**src/rtl/spc_pkg.sv**
```systemverilog
`default_nettype none

package spc_pkg;

  // Byte addresses of the special registers held by this block
  localparam logic [7:0] ADDR_SERIAL_CONTROL = 8'h98;
  localparam logic [7:0] ADDR_SERIAL_BUFFER  = 8'h99;
  localparam logic [7:0] ADDR_TIMER2_CONTROL = 8'hc8;
  localparam logic [7:0] ADDR_POWER_CONTROL  = 8'h87;
  localparam logic [7:0] ADDR_IO_CONTROL     = 8'hf8;

  // serial_control field positions
  localparam int SC_RECEIVE_COMPLETE = 0;
  localparam int SC_TRANSMIT_COMPLETE = 1;
  localparam int SC_RECEIVED_NINTH   = 2;
  localparam int SC_TRANSMIT_NINTH   = 3;
  localparam int SC_RECEIVE_ENABLE   = 4;
  localparam int SC_MULTIPROC_FILTER = 5;
  localparam int SC_MODE_LOW         = 6;
  localparam int SC_MODE_HIGH        = 7;

  // Other register field positions
  localparam int T2C_TRANSMIT_CLOCK_SEL = 4;
  localparam int T2C_RECEIVE_CLOCK_SEL  = 5;
  localparam int PC_RATE_DOUBLING       = 7;
  localparam int IOC_SERIAL_ERROR       = 5;

  // Reset values
  localparam logic [7:0] SERIAL_CONTROL_RESET = 8'h00;
  localparam logic [7:0] SERIAL_BUFFER_RESET  = 8'h00;
  localparam logic       CONTROL_BIT_RESET    = 1'b0;

  // Timing: the core clock is the fundamental oscillator
  localparam int         OSC_FREQ_HZ     = 50_000_000;
  localparam logic [3:0] MODE0_DIVIDE    = 4'hc;
  localparam logic [1:0] HALF_OSC_DIVIDE = 2'h2;

  // Operating modes, mode_select_high in bit 1
  typedef enum logic [1:0] {
    SPC_MODE_SHIFT      = 2'b00,
    SPC_MODE_UART10     = 2'b01,
    SPC_MODE_UART11_FIX = 2'b10,
    SPC_MODE_UART11_VAR = 2'b11
  } spc_mode_type;

endpackage : spc_pkg

`default_nettype wire

```
**src/rtl/spc_baud_sel.sv**
```systemverilog
`default_nettype none

module spc_baud_sel (
  // Clock and reset
  input  wire logic          core_clk,
  input  wire logic          rstn,
  // Configuration
  input  wire spc_pkg::spc_mode_type portMode,
  input  wire logic          rateDoublingBit,
  input  wire logic          transmitClockSelect,
  input  wire logic          receiveClockSelect,
  // Timer overflow strobes
  input  wire logic          timer1Overflow,
  input  wire logic          timer2Overflow,
  // Baud clock enables
  output logic               txBaudTick,
  output logic               rxBaudTick
);
  import spc_pkg::*;

  typedef struct packed {
    logic [3:0] mode0Count;
    logic [1:0] halfOscCount;
    logic       halfOscPhase;
    logic       timer1Phase;
    logic       txTick;
    logic       rxTick;
  } spc_baud_state_type;

  spc_baud_state_type st_q;
  spc_baud_state_type st_d;

  logic mode0Tick;
  logic halfOscTick;
  logic mode2Tick;
  logic timer1Tick;

  always_comb begin
    st_d = st_q;
    mode0Tick = (st_q.mode0Count == MODE0_DIVIDE - 4'h1);
    halfOscTick = (st_q.halfOscCount == HALF_OSC_DIVIDE - 2'h1);
    // Divider runs free so that a mode change never stalls it
    st_d.mode0Count = mode0Tick ? 4'h0 : st_q.mode0Count + 4'h1;
    st_d.halfOscCount = halfOscTick ? 2'h0 : st_q.halfOscCount + 2'h1;
    if (halfOscTick) begin
      st_d.halfOscPhase = ~st_q.halfOscPhase;
    end
    // Mode 2: half oscillator, halved again unless doubled
    mode2Tick = halfOscTick & (rateDoublingBit | st_q.halfOscPhase);
    if (timer1Overflow) begin
      st_d.timer1Phase = ~st_q.timer1Phase;
    end
    // Timer 1 overflow halved unless doubled
    timer1Tick = timer1Overflow &
                 (rateDoublingBit | st_q.timer1Phase);
    case (portMode)
      SPC_MODE_SHIFT: begin
        st_d.txTick = mode0Tick;
        st_d.rxTick = mode0Tick;
      end
      SPC_MODE_UART11_FIX: begin
        st_d.txTick = mode2Tick;
        st_d.rxTick = mode2Tick;
      end
      SPC_MODE_UART10, SPC_MODE_UART11_VAR: begin
        // Timer 2 path never sees the doubling bit
        st_d.txTick = transmitClockSelect ? timer2Overflow
                                          : timer1Tick;
        st_d.rxTick = receiveClockSelect ? timer2Overflow
                                         : timer1Tick;
      end
      default: begin
        st_d.txTick = 1'b0;
        st_d.rxTick = 1'b0;
      end
    endcase
  end

  always_ff @(posedge core_clk or negedge rstn) begin
    if (!rstn) begin
      st_q <= '0;
    end else begin
      st_q <= st_d;
    end
  end

  assign txBaudTick = st_q.txTick;
  assign rxBaudTick = st_q.rxTick;

endmodule // spc_baud_sel

`default_nettype wire

```
**src/rtl/spc_serial_ctrl.sv**
```systemverilog
`default_nettype none

module spc_serial_ctrl (
  // Clock and reset
  input  wire logic          core_clk,
  input  wire logic          rstn,
  // Byte access to special registers
  input  wire logic [7:0]    sfrAddr,
  input  wire logic          sfrWrEn,
  input  wire logic [7:0]    sfrWrData,
  input  wire logic          sfrRdEn,
  output logic [7:0]         sfrRdData,
  // Bit access to bit-addressable registers
  input  wire logic [7:0]    bitAddr,
  input  wire logic          bitWrEn,
  input  wire logic          bitWrVal,
  input  wire logic          bitRdEn,
  output logic               bitRdVal,
  // Timer overflow strobes
  input  wire logic          timer1Overflow,
  input  wire logic          timer2Overflow,
  // Receive shifter
  input  wire logic          rxFrameDone,
  input  wire logic [7:0]    rxData,
  input  wire logic          rxNinthBit,
  input  wire logic          rxStopBit,
  output logic               rxEnable,
  output logic               rxBaudTick,
  // Transmit shifter
  input  wire logic          txFrameDone,
  output logic               txStart,
  output logic [7:0]         txData,
  output logic               txNinthBit,
  output logic               txBaudTick,
  // Mode and interrupt
  output spc_pkg::spc_mode_type portMode,
  output logic               serialIrq
);
  import spc_pkg::*;

  typedef struct packed {
    spc_mode_type mode;
    logic         filter;
    logic         receiveEnable;
    logic         transmitNinth;
    logic         receivedNinth;
    logic         transmitComplete;
    logic         receiveComplete;
    logic         transmitClockSel;
    logic         receiveClockSel;
    logic         rateDoubling;
    logic         serialError;
    logic [7:0]   rxBuffer;
    logic [7:0]   txBuffer;
    logic         txStart;
    logic [7:0]   rdData;
    logic         bitRd;
  } spc_ctrl_state_type;

  spc_ctrl_state_type st_q;
  spc_ctrl_state_type st_d;

  logic [7:0] controlNow;
  logic [7:0] controlWr;
  logic       controlWe;
  logic       bitToControl;
  logic       bitToTimer2;
  logic       bitToIo;
  logic       uartMode;
  logic       acceptOk;
  logic       loadFrame;
  logic       framingError;
  logic       overrunError;
  logic [7:0] bitBase;

  function automatic logic [7:0] packControl(input spc_ctrl_state_type s);
    logic [7:0] v;
    v = 8'h00;
    v[SC_RECEIVE_COMPLETE]  = s.receiveComplete;
    v[SC_TRANSMIT_COMPLETE] = s.transmitComplete;
    v[SC_RECEIVED_NINTH]    = s.receivedNinth;
    v[SC_TRANSMIT_NINTH]    = s.transmitNinth;
    v[SC_RECEIVE_ENABLE]    = s.receiveEnable;
    v[SC_MULTIPROC_FILTER]  = s.filter;
    v[SC_MODE_LOW]          = s.mode[0];
    v[SC_MODE_HIGH]         = s.mode[1];
    return v;
  endfunction

  // Unmapped addresses and unheld bits read as zero
  function automatic logic [7:0] readByte(input logic [7:0] addr,
                                          input spc_ctrl_state_type s);
    logic [7:0] v;
    v = 8'h00;
    case (addr)
      ADDR_SERIAL_CONTROL: v = packControl(s);
      ADDR_SERIAL_BUFFER:  v = s.rxBuffer;
      ADDR_TIMER2_CONTROL: begin
        v[T2C_TRANSMIT_CLOCK_SEL] = s.transmitClockSel;
        v[T2C_RECEIVE_CLOCK_SEL]  = s.receiveClockSel;
      end
      ADDR_POWER_CONTROL:  v[PC_RATE_DOUBLING] = s.rateDoubling;
      ADDR_IO_CONTROL:     v[IOC_SERIAL_ERROR] = s.serialError;
      default:             v = 8'h00;
    endcase
    return v;
  endfunction

  // Only the bit-addressable registers answer a bit read
  function automatic logic readBit(input logic [7:0] addr,
                                   input spc_ctrl_state_type s);
    logic [7:0] v;
    v = 8'h00;
    case ({addr[7:3], 3'h0})
      ADDR_SERIAL_CONTROL,
      ADDR_TIMER2_CONTROL,
      ADDR_IO_CONTROL: v = readByte({addr[7:3], 3'h0}, s);
      default:         v = 8'h00;
    endcase
    return v[addr[2:0]];
  endfunction

  always_comb begin
    st_d = st_q;
    controlNow = packControl(st_q);
    bitBase = {bitAddr[7:3], 3'h0};
    // Power control is absent here, so bit access cannot reach it
    bitToControl = bitWrEn & (bitBase == ADDR_SERIAL_CONTROL);
    bitToTimer2  = bitWrEn & (bitBase == ADDR_TIMER2_CONTROL);
    bitToIo      = bitWrEn & (bitBase == ADDR_IO_CONTROL);

    // Byte write wins over a bit write in the same cycle
    controlWe = 1'b0;
    controlWr = controlNow;
    if (sfrWrEn && sfrAddr == ADDR_SERIAL_CONTROL) begin
      controlWe = 1'b1;
      controlWr = sfrWrData;
    end else if (bitToControl) begin
      controlWe = 1'b1;
      controlWr[bitAddr[2:0]] = bitWrVal;
    end
    if (controlWe) begin
      st_d.receiveComplete  = controlWr[SC_RECEIVE_COMPLETE];
      st_d.transmitComplete = controlWr[SC_TRANSMIT_COMPLETE];
      st_d.receivedNinth    = controlWr[SC_RECEIVED_NINTH];
      st_d.transmitNinth    = controlWr[SC_TRANSMIT_NINTH];
      st_d.receiveEnable    = controlWr[SC_RECEIVE_ENABLE];
      st_d.filter           = controlWr[SC_MULTIPROC_FILTER];
      st_d.mode = spc_mode_type'({controlWr[SC_MODE_HIGH],
                                  controlWr[SC_MODE_LOW]});
    end

    // Clock selects: byte write or their own bit addresses
    if (sfrWrEn && sfrAddr == ADDR_TIMER2_CONTROL) begin
      st_d.transmitClockSel = sfrWrData[T2C_TRANSMIT_CLOCK_SEL];
      st_d.receiveClockSel  = sfrWrData[T2C_RECEIVE_CLOCK_SEL];
    end else if (bitToTimer2) begin
      if (bitAddr[2:0] == 3'(T2C_TRANSMIT_CLOCK_SEL)) begin
        st_d.transmitClockSel = bitWrVal;
      end
      if (bitAddr[2:0] == 3'(T2C_RECEIVE_CLOCK_SEL)) begin
        st_d.receiveClockSel = bitWrVal;
      end
    end

    if (sfrWrEn && sfrAddr == ADDR_POWER_CONTROL) begin
      st_d.rateDoubling = sfrWrData[PC_RATE_DOUBLING];
    end

    if (sfrWrEn && sfrAddr == ADDR_IO_CONTROL) begin
      st_d.serialError = sfrWrData[IOC_SERIAL_ERROR];
    end else if (bitToIo && bitAddr[2:0] == 3'(IOC_SERIAL_ERROR)) begin
      st_d.serialError = bitWrVal;
    end

    // Transmit holding register never touches the received value
    st_d.txStart = 1'b0;
    if (sfrWrEn && sfrAddr == ADDR_SERIAL_BUFFER) begin
      st_d.txBuffer = sfrWrData;
      st_d.txStart  = 1'b1;
    end

    // Acceptance filter per mode
    uartMode = (st_q.mode != SPC_MODE_SHIFT);
    case (st_q.mode)
      SPC_MODE_SHIFT:  acceptOk = 1'b1;
      SPC_MODE_UART10: acceptOk = ~st_q.filter | rxStopBit;
      SPC_MODE_UART11_FIX,
      SPC_MODE_UART11_VAR: acceptOk = ~st_q.filter | rxNinthBit;
      default:         acceptOk = 1'b0;
    endcase
    // A set flag means the buffer still holds unread data
    loadFrame = rxFrameDone & acceptOk &
                ~st_q.receiveComplete;
    framingError = rxFrameDone & uartMode & ~rxStopBit;
    overrunError = rxFrameDone & uartMode & acceptOk &
                   st_q.receiveComplete;

    // Hardware events override a software write in the same cycle
    if (loadFrame) begin
      st_d.rxBuffer = rxData;
      st_d.receiveComplete = 1'b1;
      if (uartMode) begin
        st_d.receivedNinth = (st_q.mode == SPC_MODE_UART10) ?
                             rxStopBit : rxNinthBit;
      end
    end
    if (txFrameDone) begin
      st_d.transmitComplete = 1'b1;
    end
    if (framingError || overrunError) begin
      st_d.serialError = 1'b1;
    end

    // Read data is registered and valid the cycle after the strobe
    if (sfrRdEn) begin
      st_d.rdData = readByte(sfrAddr, st_q);
    end
    if (bitRdEn) begin
      st_d.bitRd = readBit(bitAddr, st_q);
    end
  end

  always_ff @(posedge core_clk or negedge rstn) begin
    if (!rstn) begin
      st_q <= '{
        mode:             SPC_MODE_SHIFT,
        filter:           CONTROL_BIT_RESET,
        receiveEnable:    CONTROL_BIT_RESET,
        transmitNinth:    CONTROL_BIT_RESET,
        receivedNinth:    CONTROL_BIT_RESET,
        transmitComplete: CONTROL_BIT_RESET,
        receiveComplete:  CONTROL_BIT_RESET,
        transmitClockSel: CONTROL_BIT_RESET,
        receiveClockSel:  CONTROL_BIT_RESET,
        rateDoubling:     CONTROL_BIT_RESET,
        serialError:      CONTROL_BIT_RESET,
        rxBuffer:         SERIAL_BUFFER_RESET,
        txBuffer:         SERIAL_BUFFER_RESET,
        txStart:          1'b0,
        rdData:           8'h00,
        bitRd:            1'b0
      };
    end else begin
      st_q <= st_d;
    end
  end

  spc_baud_sel spc_baud_sel_inst (
    .core_clk            (core_clk),
    .rstn                (rstn),
    .portMode            (st_q.mode),
    .rateDoublingBit     (st_q.rateDoubling),
    .transmitClockSelect (st_q.transmitClockSel),
    .receiveClockSelect  (st_q.receiveClockSel),
    .timer1Overflow      (timer1Overflow),
    .timer2Overflow      (timer2Overflow),
    .txBaudTick          (txBaudTick),
    .rxBaudTick          (rxBaudTick)
  );

  assign sfrRdData  = st_q.rdData;
  assign bitRdVal   = st_q.bitRd;
  // Shifter must not start a frame while this is low
  assign rxEnable   = st_q.receiveEnable;
  assign txStart    = st_q.txStart;
  assign txData     = st_q.txBuffer;
  assign txNinthBit = st_q.transmitNinth;
  assign portMode   = st_q.mode;
  // The error flag deliberately stays out of the request
  assign serialIrq  = st_q.receiveComplete |
                      st_q.transmitComplete;

endmodule // spc_serial_ctrl

`default_nettype wire

```
**config.mk**
```make
export PLATFORM = sky130hd
export DESIGN_NAME = spc_serial_ctrl
export DESIGN_NICKNAME = d
export VERILOG_FILES = /design/src/rtl/spc_pkg.sv /design/src/rtl/spc_baud_sel.sv /design/src/rtl/spc_serial_ctrl.sv
export SDC_FILE = /design/constraint.sdc
export NUM_CORES = 1
export LEC_CHECK = 0
export ABC_AREA = 1
export CORE_MARGIN = 2
export CORE_UTILIZATION = 45
export DETAILED_ROUTE_END_ITERATION = 6
export DONT_BUFFER_PORTS = 1
export SLEW_MARGIN = 20
export SYNTH_ARGS = -nofsm -noshare
export SYNTH_HDL_FRONTEND = slang
export SYNTH_SLANG_ARGS = --single-unit
```
**constraint.sdc**
```tcl
create_clock -name core_clk -period 1.3 [get_ports core_clk]
set_clock_uncertainty 0.15 [all_clocks]
set_input_delay 0.13 -clock core_clk [delete_from_list [all_inputs] [get_ports core_clk]]
set_output_delay 0.13 -clock core_clk [all_outputs]
set_load 0.02 [all_outputs]
```
==> summary by stage <==
Critical path
The launching point of the worst reg2reg path is portMode[1]. Data on the critical path is required at its endpoint by 1020 ps. The critical path capture point is portMode[1]. The maximum fanout encountered on the critical timing path is 4. At the worst endpoint, the arrival time is 1140 ps. The worst setup path is captured at a primary output. Setup slack on the worst reg-to-reg path comes out at -90 ps. The launching instance or port of the critical path is portMode[1]. The number of cells on the worst reg-to-reg path is 9. The critical path class is reg -> out. The startpoint kind of the worst setup timing path is a flop. The terminus of the critical flop-to-flop path is st_q[23].

Timing
The achievable frequency is 702 MHz. The final critical-path setup slack is -125 ps. The number of slew-limit violations in the final report came to 0.

The post-route setup TNS is -827 ps. Setup violations remaining at the end of the flow were counted as 11. Counting I/O delays and the setup requirement, the final critical path takes 1420 ps.

Setup repair after global routing could not meet its margin everywhere. The relative slew slack is 71.7%. The final hold violation count was 50. The share of the clock period used by the worst path is 110%. The worst-margin pin slew is 423 ps. The minimum hold slack is -641 ps.

Layout
The number of nets in the layout is 467. The filler cells instantiated in the layout total 550. The share of post-route cells with drive strength above 1 is 20.1%.

In the final layout, flip-flops and latches occupy 1200 sq um. The post-synthesis to final-layout area growth is 24.9%. The repair_antennas step left the layout with diodes totalling 0. Once layout is complete, the utilization of the core stands at 58.7%. In the final layout, the multi-input gates occupy 1250 sq um.

Drt
The highest metal layer with signal wires is met4. The met3 wirelength from detailed routing is 521 um. Detailed routing inserted a total of 2543 vias.

The number of DRC markers after the initial detailed-route iteration is 131. The average via count per standard cell is 5.12. The wire length reported by the detailed router is 7360 um.

The residual DRC count is 0. The first-pass detailed-route iteration total is 4. The number of routed nets with antenna violations is 0.

The routed metal-1 wirelength is 3160 um. The wire length on met2 is 3560 um. The wire length per cell after detailed routing is 14.8 um.

Synth
In the synthesized netlist the dominant register cell turns out to be dfrtp_1. In this run, distinct cell masters in the synthesized netlist total 34. The post-synthesis instance total is 369. Counting flops and latches in the post-synthesis netlist gives 48. The synthesized net count is 415. The per-instance average area after synthesis is 7.63 sq um. In this run the cell area of the synthesized design comes to 2810 sq um. For this run, the number of Yosys warnings is 0.

The synthesized design contains 0 enable-type register cells. The share of async-settable or async-resettable flops after synthesis is 100%. The sequential share of the synthesized area is 42.7%.

Floorplan
For this configuration, the core starts out at a cell density of 47.0%. During I/O placement, the number of pins put on the boundary was 70. The placeable core region is 5990 sq um. The die covers 6900 sq um. The number of rows in the core area is 28. The die boundary width is 83.1 um.

The chip height is 83.1 um.

Clock tree
At the later pin of the worst-skew pair, clock insertion delay measures 310 ps. Counting the buffers created by CTS gives 5. The clock root buffer is clkbuf_8. The clock-pin slew on the worst setup and hold paths is 100 ps. The clock net in this run drives a total of 48 sinks. The TritonCTS clock tree is built.

The H-tree was split into 2 levels. The clock passes through at most 2 buffers.

Power
The share of total power dissipated in sequential elements is 48.1%. The leakage power figure is 1.83 nW. The clock share of power is 28.2%.

The internal power of the cells totals 0.00273 W. The proportion of power drawn by combinational gates is 23.6%. The worst-case IR drop observed on VDD is 0.000590 V. The switching portion of total power is 30.2%. The total power is 0.00391 W.

The power per cell area is 1110 nW/um^2. The net switching power figure is 0.00118 W.

GRT
The via count of the first global-routing pass is 2501. The first global-routing pass estimated 12300 um of wire. The maximum number of pins on one net before global-route repair is 49. The total overflow reported by the global router is 0. Global routing used 22.2% of the available tracks.

The initial antenna violation count is 0.

Run status
The flow ran to the end, but the final reports show violations. The final reports fail on hold timing, setup timing.

Placement
The sum of net half-perimeters after detailed placement is 5320 um. The minimum setup slack after placement is -53.9 ps. The congestion estimate from routability-driven global placement came to 0.818. The number of buffers added on ports is 0.

Worst hold path
The worst hold path belongs to the class in -> async.

Job
The total of max-cap violations is 0.
## routing by layer
layer  track usage [%]  vias up
li1                  -     1274
met5                 0        -
met1              28.7     1177
met4              6.26        0
met3              5.37        9
met2              37.1       83
## synthesized netlist by cell type, types with 4 or more instances
cell,count,area (sq um)
a21oi_1,4,20.0
a31oi_1,4,25.0
buf_4,18,135
dfrtp_1,48,1200
inv_1,55,206
inv_2,5,18.8
nand2_1,92,345
nand2_2,4,25.0
nand3_1,30,150
nand4_1,9,56.3
nor2_1,36,135
o211ai_1,5,37.5
o21ai_0,23,115
o21ai_2,6,52.6
o221ai_1,4,35.0
## timing repair
action,CTS,global route
setup buffers,1,4
pin swaps,1,12
setup endpoints to repair,15,21
endpoints found under the hold margin,88,50
resized for setup,5,20
hold buffers,31,1
## sequential cells by signal (all words and copies together) (netlist names)
name and count:
bitRdVal 1, txNinthBit 1, spc_baud_sel_inst.txBaudTick 1, st_q 12
controlNow 4, portMode 2, sfrRdData 8, rxEnable 1
txStart 1, spc_baud_sel_inst.st_q 8, txData 8, spc_baud_sel_inst.rxBaudTick 1
## area by class of cell
type	count	share of cell area, %
Sequential cell	48	34.2
Clock buffer	5	1.96
Tap cell	75	2.67
Timing Repair Buffer	68	17.9
Inverter	61	6.59
Clock inverter	3	1.21
Multi-Input combinational cell	237	35.5
## placed cells by master (no fill, tap or decap), types with 3 or more instances in the layout
cell and instances:
nand2_1 88, inv_1 53, dfrtp_1 47, nor2_1 32
dlygate4sd3_1 31, buf_4 31, nand3_1 29, o21ai_0 18
nand4_1 9, nand2_2 7, inv_2 7, o21ai_2 7
o21ai_1 5, o211ai_1 5, clkbuf_8 5, nor2_2 4
nand2_4 4, a21oi_1 4, o221ai_1 4, a31oi_1 4
buf_6 3
## metrics by stage
stage	hold slack, ps	cell area (sq um)	instances
floorplan	-316	2810	369
global placement	-314	3000	453
detailed placement	-314	3000	453
CTS	-656	3440	493
global route	-667	3510	497
finish	-641	3510	497
## cell families (layout without fill, tap and decap cells)
logic type	Yosys count	in the layout	share of synthesized area (%)
xor+xnor	2	2	0.623
fa+ha+maj	1	1	0.445
simple gates	180	180	28.5
buf+inv	84	137	14.5
flops	48	48	42.7
compound gates	54	54	13.2
## worst max-delay path, cell delays in order, from the launching register on
cell and delay [ps]:
dfrtp_2 450, buf_4 140, buf_6 110, buf_6 120
## power by group through the flow
stage / combinational (W) / clock, W / sequential (W)
2_1_floorplan: 0.000551 / 0 / 0.00186
3_3_place_gp: 0.000752 / 0 / 0.00190
3_5_place_dp: 0.000761 / 0 / 0.00191
4_1_cts: 0.000890 / 0.00113 / 0.00188
5_1_grt: 0.00105 / 0.00118 / 0.00191
6_report: 0.000925 / 0.00110 / 0.00188
## worst min-delay path by stage
stage,end,cells past startpoint,startpoint
floorplan,bitRdVal,0,rstn
global placement,spc_baud_sel_inst.st_q[9],0,rstn
detailed placement,spc_baud_sel_inst.st_q[9],0,rstn
CTS,txStart,0,rstn
global route,txStart,0,rstn
finish,st_q[29],0,rstn
(Power assumes the default switching activity.)
